[src/hw/mode_bus_pkg.sv]
// Overview of operation
// mode from select pins during reset
// two normal modes, each with special
// single-chip issues no external accesses
// single-chip frees ports and strobes
// single-chip enables program memory, top vectors
// expanded covers full 64K, internal served inside
// high byte port, low port shared
// address first half, data second half
// strobe high while address valid
// address and strobe on every cycle
// external read data only clock high
// write low, stays low back-to-back
// glue forms write enable from clock
// test mode expanded plus privileged access
// bootstrap like single-chip, loader start
// bootstrap ROM at top of 48K
// mode code configurable, latched at release
package mode_bus_pkg;

    typedef enum logic [1:0] {
        MODE_SINGLE,
        MODE_EXPANDED,
        MODE_BOOT,
        MODE_TEST
    } op_mode_e;

    // mode-select code {high,low} for each mode
    localparam logic [1:0] SEL_SINGLE   = 2'h1;
    localparam logic [1:0] SEL_EXPANDED = 2'h3;
    localparam logic [1:0] SEL_BOOT     = 2'h0;
    localparam logic [1:0] SEL_TEST     = 2'h2;

    localparam logic [15:0] VECTOR_BASE   = 16'hFFC0;
    localparam logic [15:0] BOOT_ROM_BASE = 16'hBF00;
    localparam logic [15:0] BOOT_ROM_TOP  = 16'hBFFF;
    localparam logic [15:0] BOOT_VEC_BASE = 16'hBFC0;

    // bus phase clock divide: half period in core cycles
    localparam int unsigned PHASE_HALF = 2;

    typedef struct packed {
        logic        valid;
        logic        write;
        logic        internal;
        logic [15:0] addr;
        logic [7:0]  wdata;
    } bus_req_s;

    typedef struct packed {
        logic        single_chip;
        logic        expanded;
        logic        boot_rom_on;
        logic        privileged;
        logic        prog_mem_on;
    } mode_ctl_s;

endpackage

[src/hw/mode_bus_top.sv]
`timescale 1ns/100ps
module mode_bus_top (
    // clock and reset
    input  wire logic                   core_clk_in,
    input  wire logic                   srst_in,
    // mode-select pins
    input  wire logic                   mode_select_high_in,
    input  wire logic                   mode_select_low_in,
    // cpu side request, taken at cycle start
    input  wire mode_bus_pkg::bus_req_s req_in,
    output logic                        req_taken_out,
    output logic                        rdata_valid_out,
    output logic [7:0]                  rdata_out,
    output logic                        ext_access_out,
    // mode status
    output mode_bus_pkg::op_mode_e      mode_out,
    output logic                        boot_rom_sel_out,
    output logic                        privileged_out,
    output logic                        prog_mem_on_out,
    output logic                        gpio_release_out,
    // expansion bus pins
    output logic [7:0]                  addr_high_out,
    output logic                        addr_high_oe_out,
    input  wire logic [7:0]             ad_in,
    output logic [7:0]                  ad_out,
    output logic                        ad_oe_out,
    output logic                        addr_latch_enable_out,
    output logic                        rw_out,
    output logic                        phase_clk_out,
    output logic                        strobe_oe_out
);
    logic [1:0] sel_meta;
    logic [1:0] sel_sync;
    logic [7:0] ad_meta;
    logic [7:0] ad_sync;
    mode_bus_pkg::op_mode_e  mode;
    mode_bus_pkg::mode_ctl_s ctl;
    logic ph;
    logic cyc_start;
    logic rise;

    // pins pass two flops before use
    always_ff @(posedge core_clk_in) begin
        sel_meta <= {mode_select_high_in, mode_select_low_in};
        sel_sync <= sel_meta;
        ad_meta  <= ad_in;
        ad_sync  <= ad_meta;
    end

    mode_latch u_mode (
        .core_clk_in (core_clk_in),
        .srst_in     (srst_in),
        .sel_sync_in (sel_sync),
        .mode_out    (mode),
        .ctl_out     (ctl)
    );

    phase_gen u_phase (
        .core_clk_in     (core_clk_in),
        .srst_in         (srst_in),
        .phase_high_out  (ph),
        .cycle_start_out (cyc_start),
        .rise_out        (rise)
    );

    function automatic logic in_boot_rom(input logic [15:0] a);
        return (a >= mode_bus_pkg::BOOT_ROM_BASE) &&
               (a <= mode_bus_pkg::BOOT_ROM_TOP);
    endfunction

    mode_bus_pkg::bus_req_s cur;
    mode_bus_pkg::bus_req_s next_cur;
    logic       taken, next_taken;
    logic       ale, next_ale;
    logic       rw, next_rw;
    logic       oe, next_oe;
    logic [7:0] ad, next_ad;
    logic [7:0] ah, next_ah;
    logic       ah_oe, next_ah_oe;
    logic       pclk, next_pclk;
    logic       rv, next_rv;
    logic [7:0] rd, next_rd;
    logic       ext, next_ext;
    logic       pend, next_pend;
    logic       pend_ext, next_pend_ext;
    logic       ext_cycle;

    // internal and boot ROM accesses are not flagged external; in expanded mode internal addresses still go out on the pins
    assign ext_cycle = ctl.expanded && cur.valid && !cur.internal &&
                       !(ctl.boot_rom_on && in_boot_rom(cur.addr));

    always_comb begin
        next_cur   = cur;
        next_taken = 1'b0;
        next_ale   = ale;
        next_rw    = rw;
        next_oe    = oe;
        next_ad    = ad;
        next_ah    = ah;
        next_ah_oe = ctl.expanded;
        // pin copy of the phase flop, same cycle as the phase itself
        next_pclk  = ph ^ (cyc_start || rise);
        next_rv    = 1'b0;
        next_rd    = rd;
        next_ext   = 1'b0;
        next_pend     = pend;
        next_pend_ext = pend_ext;
        if (cyc_start) begin
            next_cur   = req_in;
            next_taken = req_in.valid;
            if (ctl.expanded) begin
                // address phase, strobe high
                next_ah  = req_in.addr[15:8];
                next_ad  = req_in.addr[7:0];
                next_oe  = 1'b1;
                next_ale = 1'b1;
                // idle cycles read, writes stay low
                next_rw  = !(req_in.valid && req_in.write);
            end
        end else if (rise) begin
            next_ale = 1'b0;
            if (ctl.expanded) begin
                // data phase: drive for write, release for read
                next_ad = cur.wdata;
                next_oe = cur.valid && cur.write;
            end
        end
        // read data: pins lag two sync flops, so the last
        // high-phase byte is taken at the following rise
        if (cyc_start) begin
            next_pend     = cur.valid && !cur.write && ctl.expanded;
            next_pend_ext = ext_cycle;
        end else if (rise && pend) begin
            next_rv   = 1'b1;
            next_rd   = ad_sync;
            next_ext  = pend_ext;
            next_pend = 1'b0;
        end
        // single-chip releases ports
        if (!ctl.expanded) begin
            next_ale = 1'b0;
            next_oe  = 1'b0;
            next_rw  = 1'b1;
        end
    end

    always_ff @(posedge core_clk_in) begin
        if (srst_in) begin
            cur   <= '0;
            taken <= 1'b0;
            ale   <= 1'b0;
            rw    <= 1'b1;
            oe    <= 1'b0;
            ad    <= 8'h00;
            ah    <= 8'h00;
            ah_oe <= 1'b0;
            pclk  <= 1'b0;
            rv    <= 1'b0;
            rd    <= 8'h00;
            ext   <= 1'b0;
            pend     <= 1'b0;
            pend_ext <= 1'b0;
        end else begin
            cur   <= next_cur;
            taken <= next_taken;
            ale   <= next_ale;
            rw    <= next_rw;
            oe    <= next_oe;
            ad    <= next_ad;
            ah    <= next_ah;
            ah_oe <= next_ah_oe;
            pclk  <= next_pclk;
            rv    <= next_rv;
            rd    <= next_rd;
            ext   <= next_ext;
            pend     <= next_pend;
            pend_ext <= next_pend_ext;
        end
    end

    // mode status registered so outputs come from flops
    mode_bus_pkg::op_mode_e mode_q;
    logic boot_q, priv_q, prog_q, rel_q;
    always_ff @(posedge core_clk_in) begin
        mode_q <= mode;
        // bootstrap ROM mapped in boot mode
        boot_q <= ctl.boot_rom_on;
        // test mode grants privileged writes
        priv_q <= ctl.privileged;
        prog_q <= ctl.prog_mem_on;
        rel_q  <= ctl.single_chip;
    end

    assign req_taken_out         = taken;
    assign rdata_valid_out       = rv;
    assign rdata_out             = rd;
    assign ext_access_out        = ext;
    assign mode_out              = mode_q;
    assign boot_rom_sel_out      = boot_q;
    assign privileged_out        = priv_q;
    assign prog_mem_on_out       = prog_q;
    assign gpio_release_out      = rel_q;
    assign addr_high_out         = ah;
    assign addr_high_oe_out      = ah_oe;
    assign ad_out                = ad;
    assign ad_oe_out             = oe;
    assign addr_latch_enable_out = ale;
    assign rw_out                = rw;
    assign phase_clk_out         = pclk;
    assign strobe_oe_out         = 1'b0;
endmodule

[src/hw/mode_latch.sv]
`timescale 1ns/100ps
module mode_latch (
    // clock and reset
    input  wire logic                  core_clk_in,
    input  wire logic                  srst_in,
    // synchronised select levels
    input  wire logic [1:0]            sel_sync_in,
    // decoded mode
    output mode_bus_pkg::op_mode_e     mode_out,
    output mode_bus_pkg::mode_ctl_s    ctl_out
);
    mode_bus_pkg::op_mode_e mode;
    mode_bus_pkg::op_mode_e next_mode;
    logic                   in_reset;

    function automatic mode_bus_pkg::op_mode_e decode(input logic [1:0] s);
        mode_bus_pkg::op_mode_e m;
        m = mode_bus_pkg::MODE_SINGLE;
        if (s == mode_bus_pkg::SEL_EXPANDED) m = mode_bus_pkg::MODE_EXPANDED;
        if (s == mode_bus_pkg::SEL_BOOT)     m = mode_bus_pkg::MODE_BOOT;
        if (s == mode_bus_pkg::SEL_TEST)     m = mode_bus_pkg::MODE_TEST;
        return m;
    endfunction

    // sample during reset
    always_comb begin
        next_mode = mode;
        if (srst_in || in_reset) begin
            next_mode = decode(sel_sync_in);
        end
    end

    // mode frozen from the first edge after release
    always_ff @(posedge core_clk_in) begin
        in_reset <= srst_in;
        mode     <= next_mode;
    end

    // pairing of normal and special modes
    always_comb begin
        ctl_out.single_chip = (mode == mode_bus_pkg::MODE_SINGLE) ||
                              (mode == mode_bus_pkg::MODE_BOOT);
        ctl_out.expanded    = !ctl_out.single_chip;
        ctl_out.boot_rom_on = (mode == mode_bus_pkg::MODE_BOOT);
        ctl_out.privileged  = (mode == mode_bus_pkg::MODE_TEST);
        // program memory on out of reset
        ctl_out.prog_mem_on = (mode == mode_bus_pkg::MODE_SINGLE);
    end

    assign mode_out = mode;
endmodule

[src/hw/phase_gen.sv]
`timescale 1ns/100ps
module phase_gen #(
    parameter int unsigned HALF = mode_bus_pkg::PHASE_HALF
) (
    // clock and reset
    input  wire logic core_clk_in,
    input  wire logic srst_in,
    // phase outputs
    output logic      phase_high_out,
    output logic      cycle_start_out,
    output logic      rise_out
);
    localparam int CW = (HALF > 1) ? $clog2(HALF) : 1;

    initial begin
        if (HALF < 1) $error("HALF must be at least 1");
    end

    logic [CW-1:0] cnt;
    logic [CW-1:0] next_cnt;
    logic          ph;
    logic          next_ph;
    logic          wrap;

    assign wrap = (cnt == CW'(HALF - 1));

    always_comb begin
        next_cnt = wrap ? '0 : cnt + 1'b1;
        next_ph  = wrap ? !ph : ph;
    end

    always_ff @(posedge core_clk_in) begin
        if (srst_in) begin
            cnt <= '0;
            ph  <= 1'b0;
        end else begin
            cnt <= next_cnt;
            ph  <= next_ph;
        end
    end

    assign phase_high_out  = ph;
    assign cycle_start_out = wrap && ph;
    assign rise_out        = wrap && !ph;
endmodule

[config.mk]
export PLATFORM = sky130hd
export DESIGN_NAME = mode_bus_top
export DESIGN_NICKNAME = d
export VERILOG_FILES = /design/src/hw/mode_bus_pkg.sv /design/src/hw/mode_bus_top.sv /design/src/hw/mode_latch.sv /design/src/hw/phase_gen.sv
export SDC_FILE = /design/constraint.sdc
export NUM_CORES = 1
export LEC_CHECK = 0
export BUFFER_PORTS_ARGS = -buffer_cell sky130_fd_sc_hd__buf_2
export CAP_MARGIN = 20
export CORE_ASPECT_RATIO = 0.7
export CORE_MARGIN = 3
export CORE_UTILIZATION = 52
export DETAILED_ROUTE_END_ITERATION = 16
export GPL_TIMING_DRIVEN = 1
export HOLD_SLACK_MARGIN = 0.03
export PLACE_DENSITY_LB_ADDON = 0.2
export SLEW_MARGIN = 20
export SYNTH_ARGS = -nofsm -noshare
export SYNTH_HDL_FRONTEND = slang
export SYNTH_SLANG_ARGS = --single-unit
[constraint.sdc]
create_clock -name core_clk_in -period 2.2 [get_ports core_clk_in]
set_input_delay 0.22 -clock core_clk_in [delete_from_list [all_inputs] [get_ports core_clk_in]]
set_output_delay 0.22 -clock core_clk_in [all_outputs]
set_load 0.02 [all_outputs]
Word-level counts from Yosys, hierarchy flattened. Index checks and enable logic that the tools add are counted.

Register bits after elaboration: 92. Word-level logic and storage cells: 92. Output and inout port bits: 39. Input bits: 39.

Equal/unequal tests: 6. Bitwise logic cells: 4. Reductions and logical operators: 34. $lt $le $gt $ge: 2. Add/sub/neg operators: 1. Multiplexer cells: 13.

Operator list (count): 8-bit two-way mux (4); 16-bit >= comparator (second input constant) (1); 16-bit <= comparator (second input constant) (1); 1-bit logical AND (12); 2-bit OR reduction (5); 1-bit two-way mux (9); 2-bit == test (second input constant) (4); 1-bit zero test (6); 2-bit zero test (2); 2-bit inequality test (second input constant) (2); 2-bit AND reduction (2); 2-bit nonzero test (2); 1-bit logical OR (3); 1-bit NOT (3); 3-bit AND reduction (1); 3-bit OR reduction (1); 1-bit adder (second input constant) (1); 1-bit bitwise XOR (1).

Longest topological paths before layout. Gate-level depths: netlist of the first run.

Depth in word-level cells: 6. Depth in mapped cells: 7. Gate-level depth less buffers: 5.

Modules after synthesis. A second synthesis of the first run with hierarchy kept.

Cell total of the unflattened synthesis: 256. Area, all modules: 2702.6 um^2.

By module, submodules not included: mode_bus_top (area each 2514.9 um^2, instances 1, seq. area each 1581.5 um^2, cells an instance 238); mode_latch (area each 117.6 um^2, instances 1, seq. area each 80.1 um^2, cells an instance 11); phase_gen (area each 70.1 um^2, instances 1, seq. area each 40.0 um^2, cells an instance 7).

Worst setup path after synthesis of the first run. OpenSTA, ideal clock, no wires.

Kind: register to register. Start point: register u_phase.ph, in the netlist u_phase.phase_high_out. End point: register ad[7], in the netlist ad_out[7]. Clock period less this slack: 1274 ps. Stages on the path, launching flop included: 7. Buffers on the path: 2. Setup time: 133 ps. Slack: 926 ps. Arrival time: 1141 ps. Required time: 2067 ps. Path through: dfxtp_1 > ha_1 > buf_6 > o21a_4 > buf_8 > nor2_2 > a211oi_2.

Elaborated cells between the ends (all ways): 8. Those cells by class: eq/ne (2); mux (1); reduce/logical (5).

RTL lines: from (decl) (line phase_gen.sv:21) `logic ph;`; from (signal assigned) (line phase_gen.sv:38) `ph <= next_ph;`; 1-bit logical AND * (line phase_gen.sv:43) `assign cycle_start_out = wrap && ph;`; net cyc_start (line mode_bus_top.sv:39) `logic cyc_start;`; 2-bit inequality test (no line) or 2-bit nonzero test (tied branches); 3-bit AND reduction (no line); to (signal assigned) (line mode_bus_top.sv:169) `ad <= next_ad;`; to (decl) (line mode_bus_top.sv:77) `logic [7:0] ad, next_ad;`.

The timed path passes the listed nets; every way through them passes the cells marked *. A chain may end at the register's enable or synchronous reset.

Worst setup path after layout of the first run.
Start point: register u_phase.cnt. End point: register ad[3], in the netlist ad_out[3].

Longest elaborated chain between the ends: 3. Elaborated cells between the ends (all ways): 7. Those cells by class: eq/ne (2); mux (1); reduce/logical (4).

Ends and longest elaborated chain: from (decl) (line phase_gen.sv:19) `logic [CW-1:0] cnt;`; from (signal assigned) (line phase_gen.sv:37) `cnt <= next_cnt;`; 1-bit logical AND * (line phase_gen.sv:43); net cyc_start (line mode_bus_top.sv:39); 2-bit inequality test (no line) or 2-bit nonzero test (tied branches); 3-bit AND reduction (no line).

Marked as above.

==> results of run 1 <==
cells by family (layout without fill, tap and decap cells):
logic type                 count (synthesis)  after routing  synth area share
AOI/OAI and AO/OA                         48             48             0.125
other                                      1              1           0.00151
and+or+nand+nor                           82             82             0.160
DFF                                       76             76             0.622
buffers and inverters                     25            110            0.0696
xor gates and xnor gates                   1              1           0.00353
adders and majority gates                  2              2            0.0101
muxes                                      2              2           0.00807
final cells by class:
cell class | instances | share of cell area
well taps | 55 | 0.0225
multi-input cells | 136 | 0.250
inverters | 5 | 0.00613
repair buffers | 89 | 0.164
flip-flops and latches | 76 | 0.504
clock buffers | 14 | 0.0499
clock inverters | 2 | 0.00327
placed cells by master (no fill, tap or decap), types with 3 or more instances in the layout:
| cell type | instances |
|---|---|
| nor2_1 | 22 |
| inv_1 | 5 |
| dlygate4sd3_1 | 10 |
| nor2b_1 | 8 |
| buf_2 | 76 |
| a21oi_1 | 38 |
| dfxtp_1 | 74 |
| buf_4 | 3 |
| nand2_1 | 27 |
| a211oi_2 | 8 |
| nand3_1 | 10 |
| nand2b_1 | 3 |
| clkbuf_1 | 4 |
| clkbuf_8 | 10 |
what timing repair did:
action	CTS	global route
hold buffers	10	0
resized for setup	0	0
hold endpoints to repair	10	0
where the power goes:
group	leakage (nW)	switching, mW	internal (mW)
registers	0.629	0.0310	1.45
logic	0.627	0.136	0.101
clock network	0.0844	0.439	0.439
metrics by stage:
stage	utilization	power [mW]	hold WS (ns)	instance area [um2]	worst slack, ns
after floorplan	-	1.67	0.248	2480	0.926
after global placement	0.628	1.73	0.310	2800	0.777
after detailed placement	0.628	1.73	0.312	2800	0.671
after CTS	0.687	2.62	0.103	3060	0.672
after global routing	0.687	2.70	0.120	3060	0.576
final	0.687	2.59	0.119	3060	0.686
worst max-delay path: cells and delay by family, from the launching register on:
family | cells | cell delay, ns
buffers and inverters | 1 | 0.25
and+or+nand+nor | 1 | 0.09
AOI/OAI and AO/OA | 2 | 0.52
adders and majority gates | 1 | 0.19
DFF | 1 | 0.39
worst min path at each step:
| stage | startpoint | end | slack (ns) | cells after the start |
|---|---|---|---|---|
| CTS | req_in[3] | cur[3] | 0.10 | 3 |
| detailed placement | sel_meta[0] | sel_sync[0] | 0.31 | 0 |
| floorplan | ad_in[0] | ad_meta[0] | 0.25 | 0 |
| global placement | ad_meta[3] | ad_sync[3] | 0.31 | 0 |
| finish | req_in[3] | cur[3] | 0.12 | 3 |
| global route | req_in[1] | cur[1] | 0.12 | 3 |
synthesized netlist by cell type, types with 2 or more instances:
cell      instances  share of area
a21oi_1          38          0.077
mux2i_1           2         0.0081
and2_1            2         0.0050
nor2_2            2         0.0050
a211oi_2          8          0.040
buf_2             3         0.0061
inv_1             5         0.0076
nor2_1           22          0.033
edfxtp_1          2          0.024
nand2b_1          3         0.0076
nand2_1          27          0.041
nand3_1          10          0.020
nor2b_1           8          0.020
dfxtp_1          74           0.60
ha_1              2          0.010
clkbuf_1          4         0.0061
buf_6             5          0.023
nand4b_1          2         0.0071
buf_4             7          0.021
layer usage:
layer	track usage	part of all wire	up-vias
li1	-	-	931
met1	0.200	0.45	793
met2	0.277	0.46	57
met3	0.0735	0.078	6
met4	0.0679	0.010	0
met5	0	0	-
flip-flops by register name (all words and copies together), names as in the netlist, 2 cells and up:
signal / cells
mode_out: 2
u_mode.mode_out: 2
sel_meta: 2
cur: 11
rdata_out: 8
addr_high_out: 8
ad_out: 8
ad_sync: 8
sel_sync: 2
ad_meta: 8
==> qor.txt, run 1 <==
Area occupied by multi-input gates = 766 um2
Fill cell count = 378
CP Capture Point = ad_out[3]
Clk buf depth = 2
R2R Path Start = u_phase.cnt
Ys async rst share = 0
Final Hold Fails = 0
Nets = 358
Data arrival time of the worst path = 1.77 ns
P_leak = 1.34 nW
Fin crit share = 0.688
Area delta synth->final = 23.4%
Crit. Startpoint = u_phase.cnt
Routed Antenna Nets = 0
DRT iter0 DRCs = 75
TNS Setup = 0 ns
Setup crit end kind = register
Overall routing resource usage = 0.172
Clock sinks = 76
CTS tree = built
Post-Route WL = 4.58 mm
RSZ-0062 raised after global routing = no
Crit path required time = 2.46 ns
Die Ht = 63.8 um
Reg2reg setup slack = 0.69 ns
Syn Nets = 278
Antenna violations before repair = 0
Row Count = 20
Vias in the first global route = 1659
Reg area = 1540 um2
DIE AREA = 5650 um2
Fmax = 0.661 GHz
Synth Warn # = 0
Register area share after synthesis = 0.622
Slew at the pin closest to its max-slew limit = 0.592 ns
Slowest cell on crit path = dfxtp_1
Initial Utilization = 0.557
Post-CTS Setup Bufs = 0
Critical-path cell list = ha_1 -> buf_4 -> o21a_4 -> nor2_1 -> a211oi_2
Core ar. = 4450 um2
Synth unique cells = 30
Syn avg cell area = 10.5 um2
Post-synth EDFFs = 2
Remaining DRCs = 0
Layout cells sized above 1 = 0.326
WS Path Type = register to register
VDD IR-drop max = 474 uV
Final min period = 1.51 ns
CTS H-tree lvls = 3
Chip Width = 88.5 um
CP startpoint kind = register
Worst-path clk slew = 0.07 ns
Synthesized flop and latch total = 76
RD Place Congestion = 0.751
Worst-Skew Late Latency = 0.33 ns
Power Density = 847 nW/um2
Pins Over Slew Limit = 0
Wire length of the first global-routing pass = 7.27 mm
Slew Limit Headroom = 0.605
Crit path largest cell delay = 0.39 ns
Cts bufs inserted = 9
Non-filler cells, final = 377
Overflow left after global routing = 0
WL/cell = 12.2 um
Min-delay worst type = primary input to register
Pre-antenna DRT Iters = 4
Clock Skew = 0.00588 ns
Outcome = finished clean
Dpl cells = 351
DP Wirelength = 3.08 mm
Pin count of the biggest net entering global routing = 27
Ys flop type = dfxtp_1
Worst r2r path cells = 5
Synth Cell Area = 2480 um2
Worst R2R End = ad_out[3]
Max Fanout on Critical Path = 25
Ports = 78
Vias/cell = 4.74
Cells after synthesis = 237
CTS root buffer = clkbuf_8
Max Cap Viol = 0
Port-buffer cells = 76
Antenna cells = 0
Routed via count = 1787
Setup violations, final = 0
Note: power is estimated with default switching activity, not from simulation.
==> run 2: changes to the inputs <==
CORE_UTILIZATION = 44   (was 52)
clock period = 1.35 ns   (was 2.2 ns; I/O delays follow)
==> qor.txt, run 2 (synthesis results as in run 1) <==
Outcome = finished clean
Fin crit share = 0.973
Post-route cell area = 3410 um2
Wire length of the first global-routing pass = 8.10 mm
DIE AREA = 6590 um2
WL met1 = 2.26 mm
CTS tree = built
Pins Over Slew Limit = 0
Remaining DRCs = 0
Comb pwr share = 0.096
Reg2reg setup slack = 0.04 ns
Min-delay worst type = primary input to register
Setup violations, final = 0
Pre-antenna DRT Iters = 4
Setup crit end kind = register
Post-Route WL = 5.25 mm
Crit path required time = 1.57 ns
Port-buffer cells = 76
Data arrival time of the worst path = 1.54 ns
WL/cell = 12.6 um
Clock power share = 0.406
CP Buf/Inv Count = 1
Initial Utilization = 0.464
Nets = 382
CTS H-tree lvls = 3
DRT iter0 DRCs = 76
Post-CTS Setup Bufs = 0
Reg area = 1540 um2
Core ar. = 5340 um2
Sequential power share = 0.498
Critical-path cell list = ha_2 -> buf_6 -> and2b_1 -> a21oi_1 -> a211oi_2
Metal2 WL = 2.49 mm
Vias/cell = 4.61
Most flops, register = cur
Setup ws final = 0.0368 ns
Pin count of the biggest net entering global routing = 25
Psw = 1.10 mW
CTS root buffer = clkbuf_8
Antenna cells = 0
Final Hold Fails = 0
DP Wirelength = 3.32 mm
Layout cells sized above 1 = 0.361
Routed via count = 1928
Fmax = 0.761 GHz
Top Family by Delay on Critical Path = flip-flops
Die Ht = 68.8 um
Row Count = 22
Fill cell count = 449
Commonest non-fill, non-tap cell in the layout = buf_2
Ports = 78
Top Metal Used = met4
Slowest cell on crit path = dfxtp_2
Setup WS pre-CTS = -0.0286 ns
Internal power = 3.73 mW
Overflow left after global routing = 0
Area occupied by multi-input gates = 798 um2
Post-DP Area = 2890 um2
CP startpoint kind = register
Max Fanout on Critical Path = 24
Vias in the first global route = 1800
Clock Skew = 0.00691 ns
Worst-path clk slew = 0.07 ns
Cts bufs inserted = 9
Met3 routed WL = 462 um
Net Sw Frac = 0.228
Area delta synth->final = 37.6%
RD Place Congestion = 0.768
Commonest cells after routing, fill and taps aside = buf_2 (76), dfxtp_1 (72), a21oi_1 (36), nand2_1 (26), dlygate4sd3_1 (24)
Clock sinks = 76
Overall routing resource usage = 0.168
Clk buf depth = 2
Antenna violations before repair = 0
Final Power = 4.82 mW
Worst-Skew Late Latency = 0.35 ns
Power Density = 1410 nW/um2
WS Path Type = register to register
RSZ-0062 raised after global routing = yes
Final min period = 1.31 ns
Routed Antenna Nets = 0
P_leak = 1.50 nW
Crit path largest cell delay = 0.35 ns
VDD IR-drop max = 713 uV
Chip Width = 95.7 um
Max Cap Viol = 0
Largest register FFs = 11
## run 2: cell types whose count changed in the layout (fill, tap and decap cells not counted), moves of 3 or more
| cell | change |
|---|---|
| buf_4 | +5 |
| buf_6 | +4 |
| clkbuf_1 | -3 |
| clkinvlp_4 | +3 |
| dlygate4sd3_1 | +14 |
## run 2: area by class of cell
class                      count  share of cell area
sequential                    76               0.453
multi-input combinational    137               0.234
timing repair buffer         112               0.213
clock buffer                  11              0.0447
tap                           72              0.0264
clock inverter                 5              0.0242
inverter                       5             0.00550
## run 2: repair_timing
action                                  CTS  global route
hold endpoints to repair                 23             1
gates resized for setup                   6             6
endpoints found under the setup margin   18            16
gates cloned                              1             0
hold buffers                             23             1
## run 2: through the flow
| stage | utilization | TNS (ns) | hold WS [ns] | std cells |
|---|---|---|---|---|
| 2_1_floorplan | - | 0 | 0.163 | 237 |
| 3_3_place_gp | 0.541 | 0 | 0.237 | 377 |
| 6_report | 0.639 | 0 | 0.0511 | 418 |
| 5_1_grt | 0.639 | -0.0134 | 0.0361 | 418 |
| 4_1_cts | 0.634 | 0 | 0.0323 | 417 |
| 3_5_place_dp | 0.541 | -0.116 | 0.239 | 377 |
## run 2: power groups by stage
stage / clock network (mW) / registers [mW] / logic (mW)
floorplan: 0 / 2.50 / 0.214
global placement: 0 / 2.45 / 0.391
detailed placement: 0 / 2.45 / 0.396
CTS: 2.01 / 2.40 / 0.459
global route: 2.11 / 2.41 / 0.512
finish: 1.96 / 2.40 / 0.465
## run 2: metal layers
| metal | vias up | GRT usage |
|---|---|---|
| met2 | 68 | 0.277 |
| met4 | 0 | 0.0550 |
| met5 | - | 0 |
| met3 | 7 | 0.0835 |
| li1 | 984 | - |
| met1 | 869 | 0.191 |
## run 2: path summary, 6_finish.rpt
check,startpoint,endpoint,cells past startpoint
setup / recovery,u_phase.phase_high_out,ad_out[5],5
hold / removal,req_in[20],addr_high_out[4],3
setup reg to reg,u_phase.phase_high_out,ad_out[5],5
hold reg to reg,ad_meta[1],ad_sync[1],0
## run 2: worst reg2reg max path, cell delays in order, from the launching register on
cell      delay (ns)
dfxtp_2         0.35
ha_2            0.19
buf_6           0.19
and2b_1         0.22
a21oi_1         0.15
a211oi_2        0.08
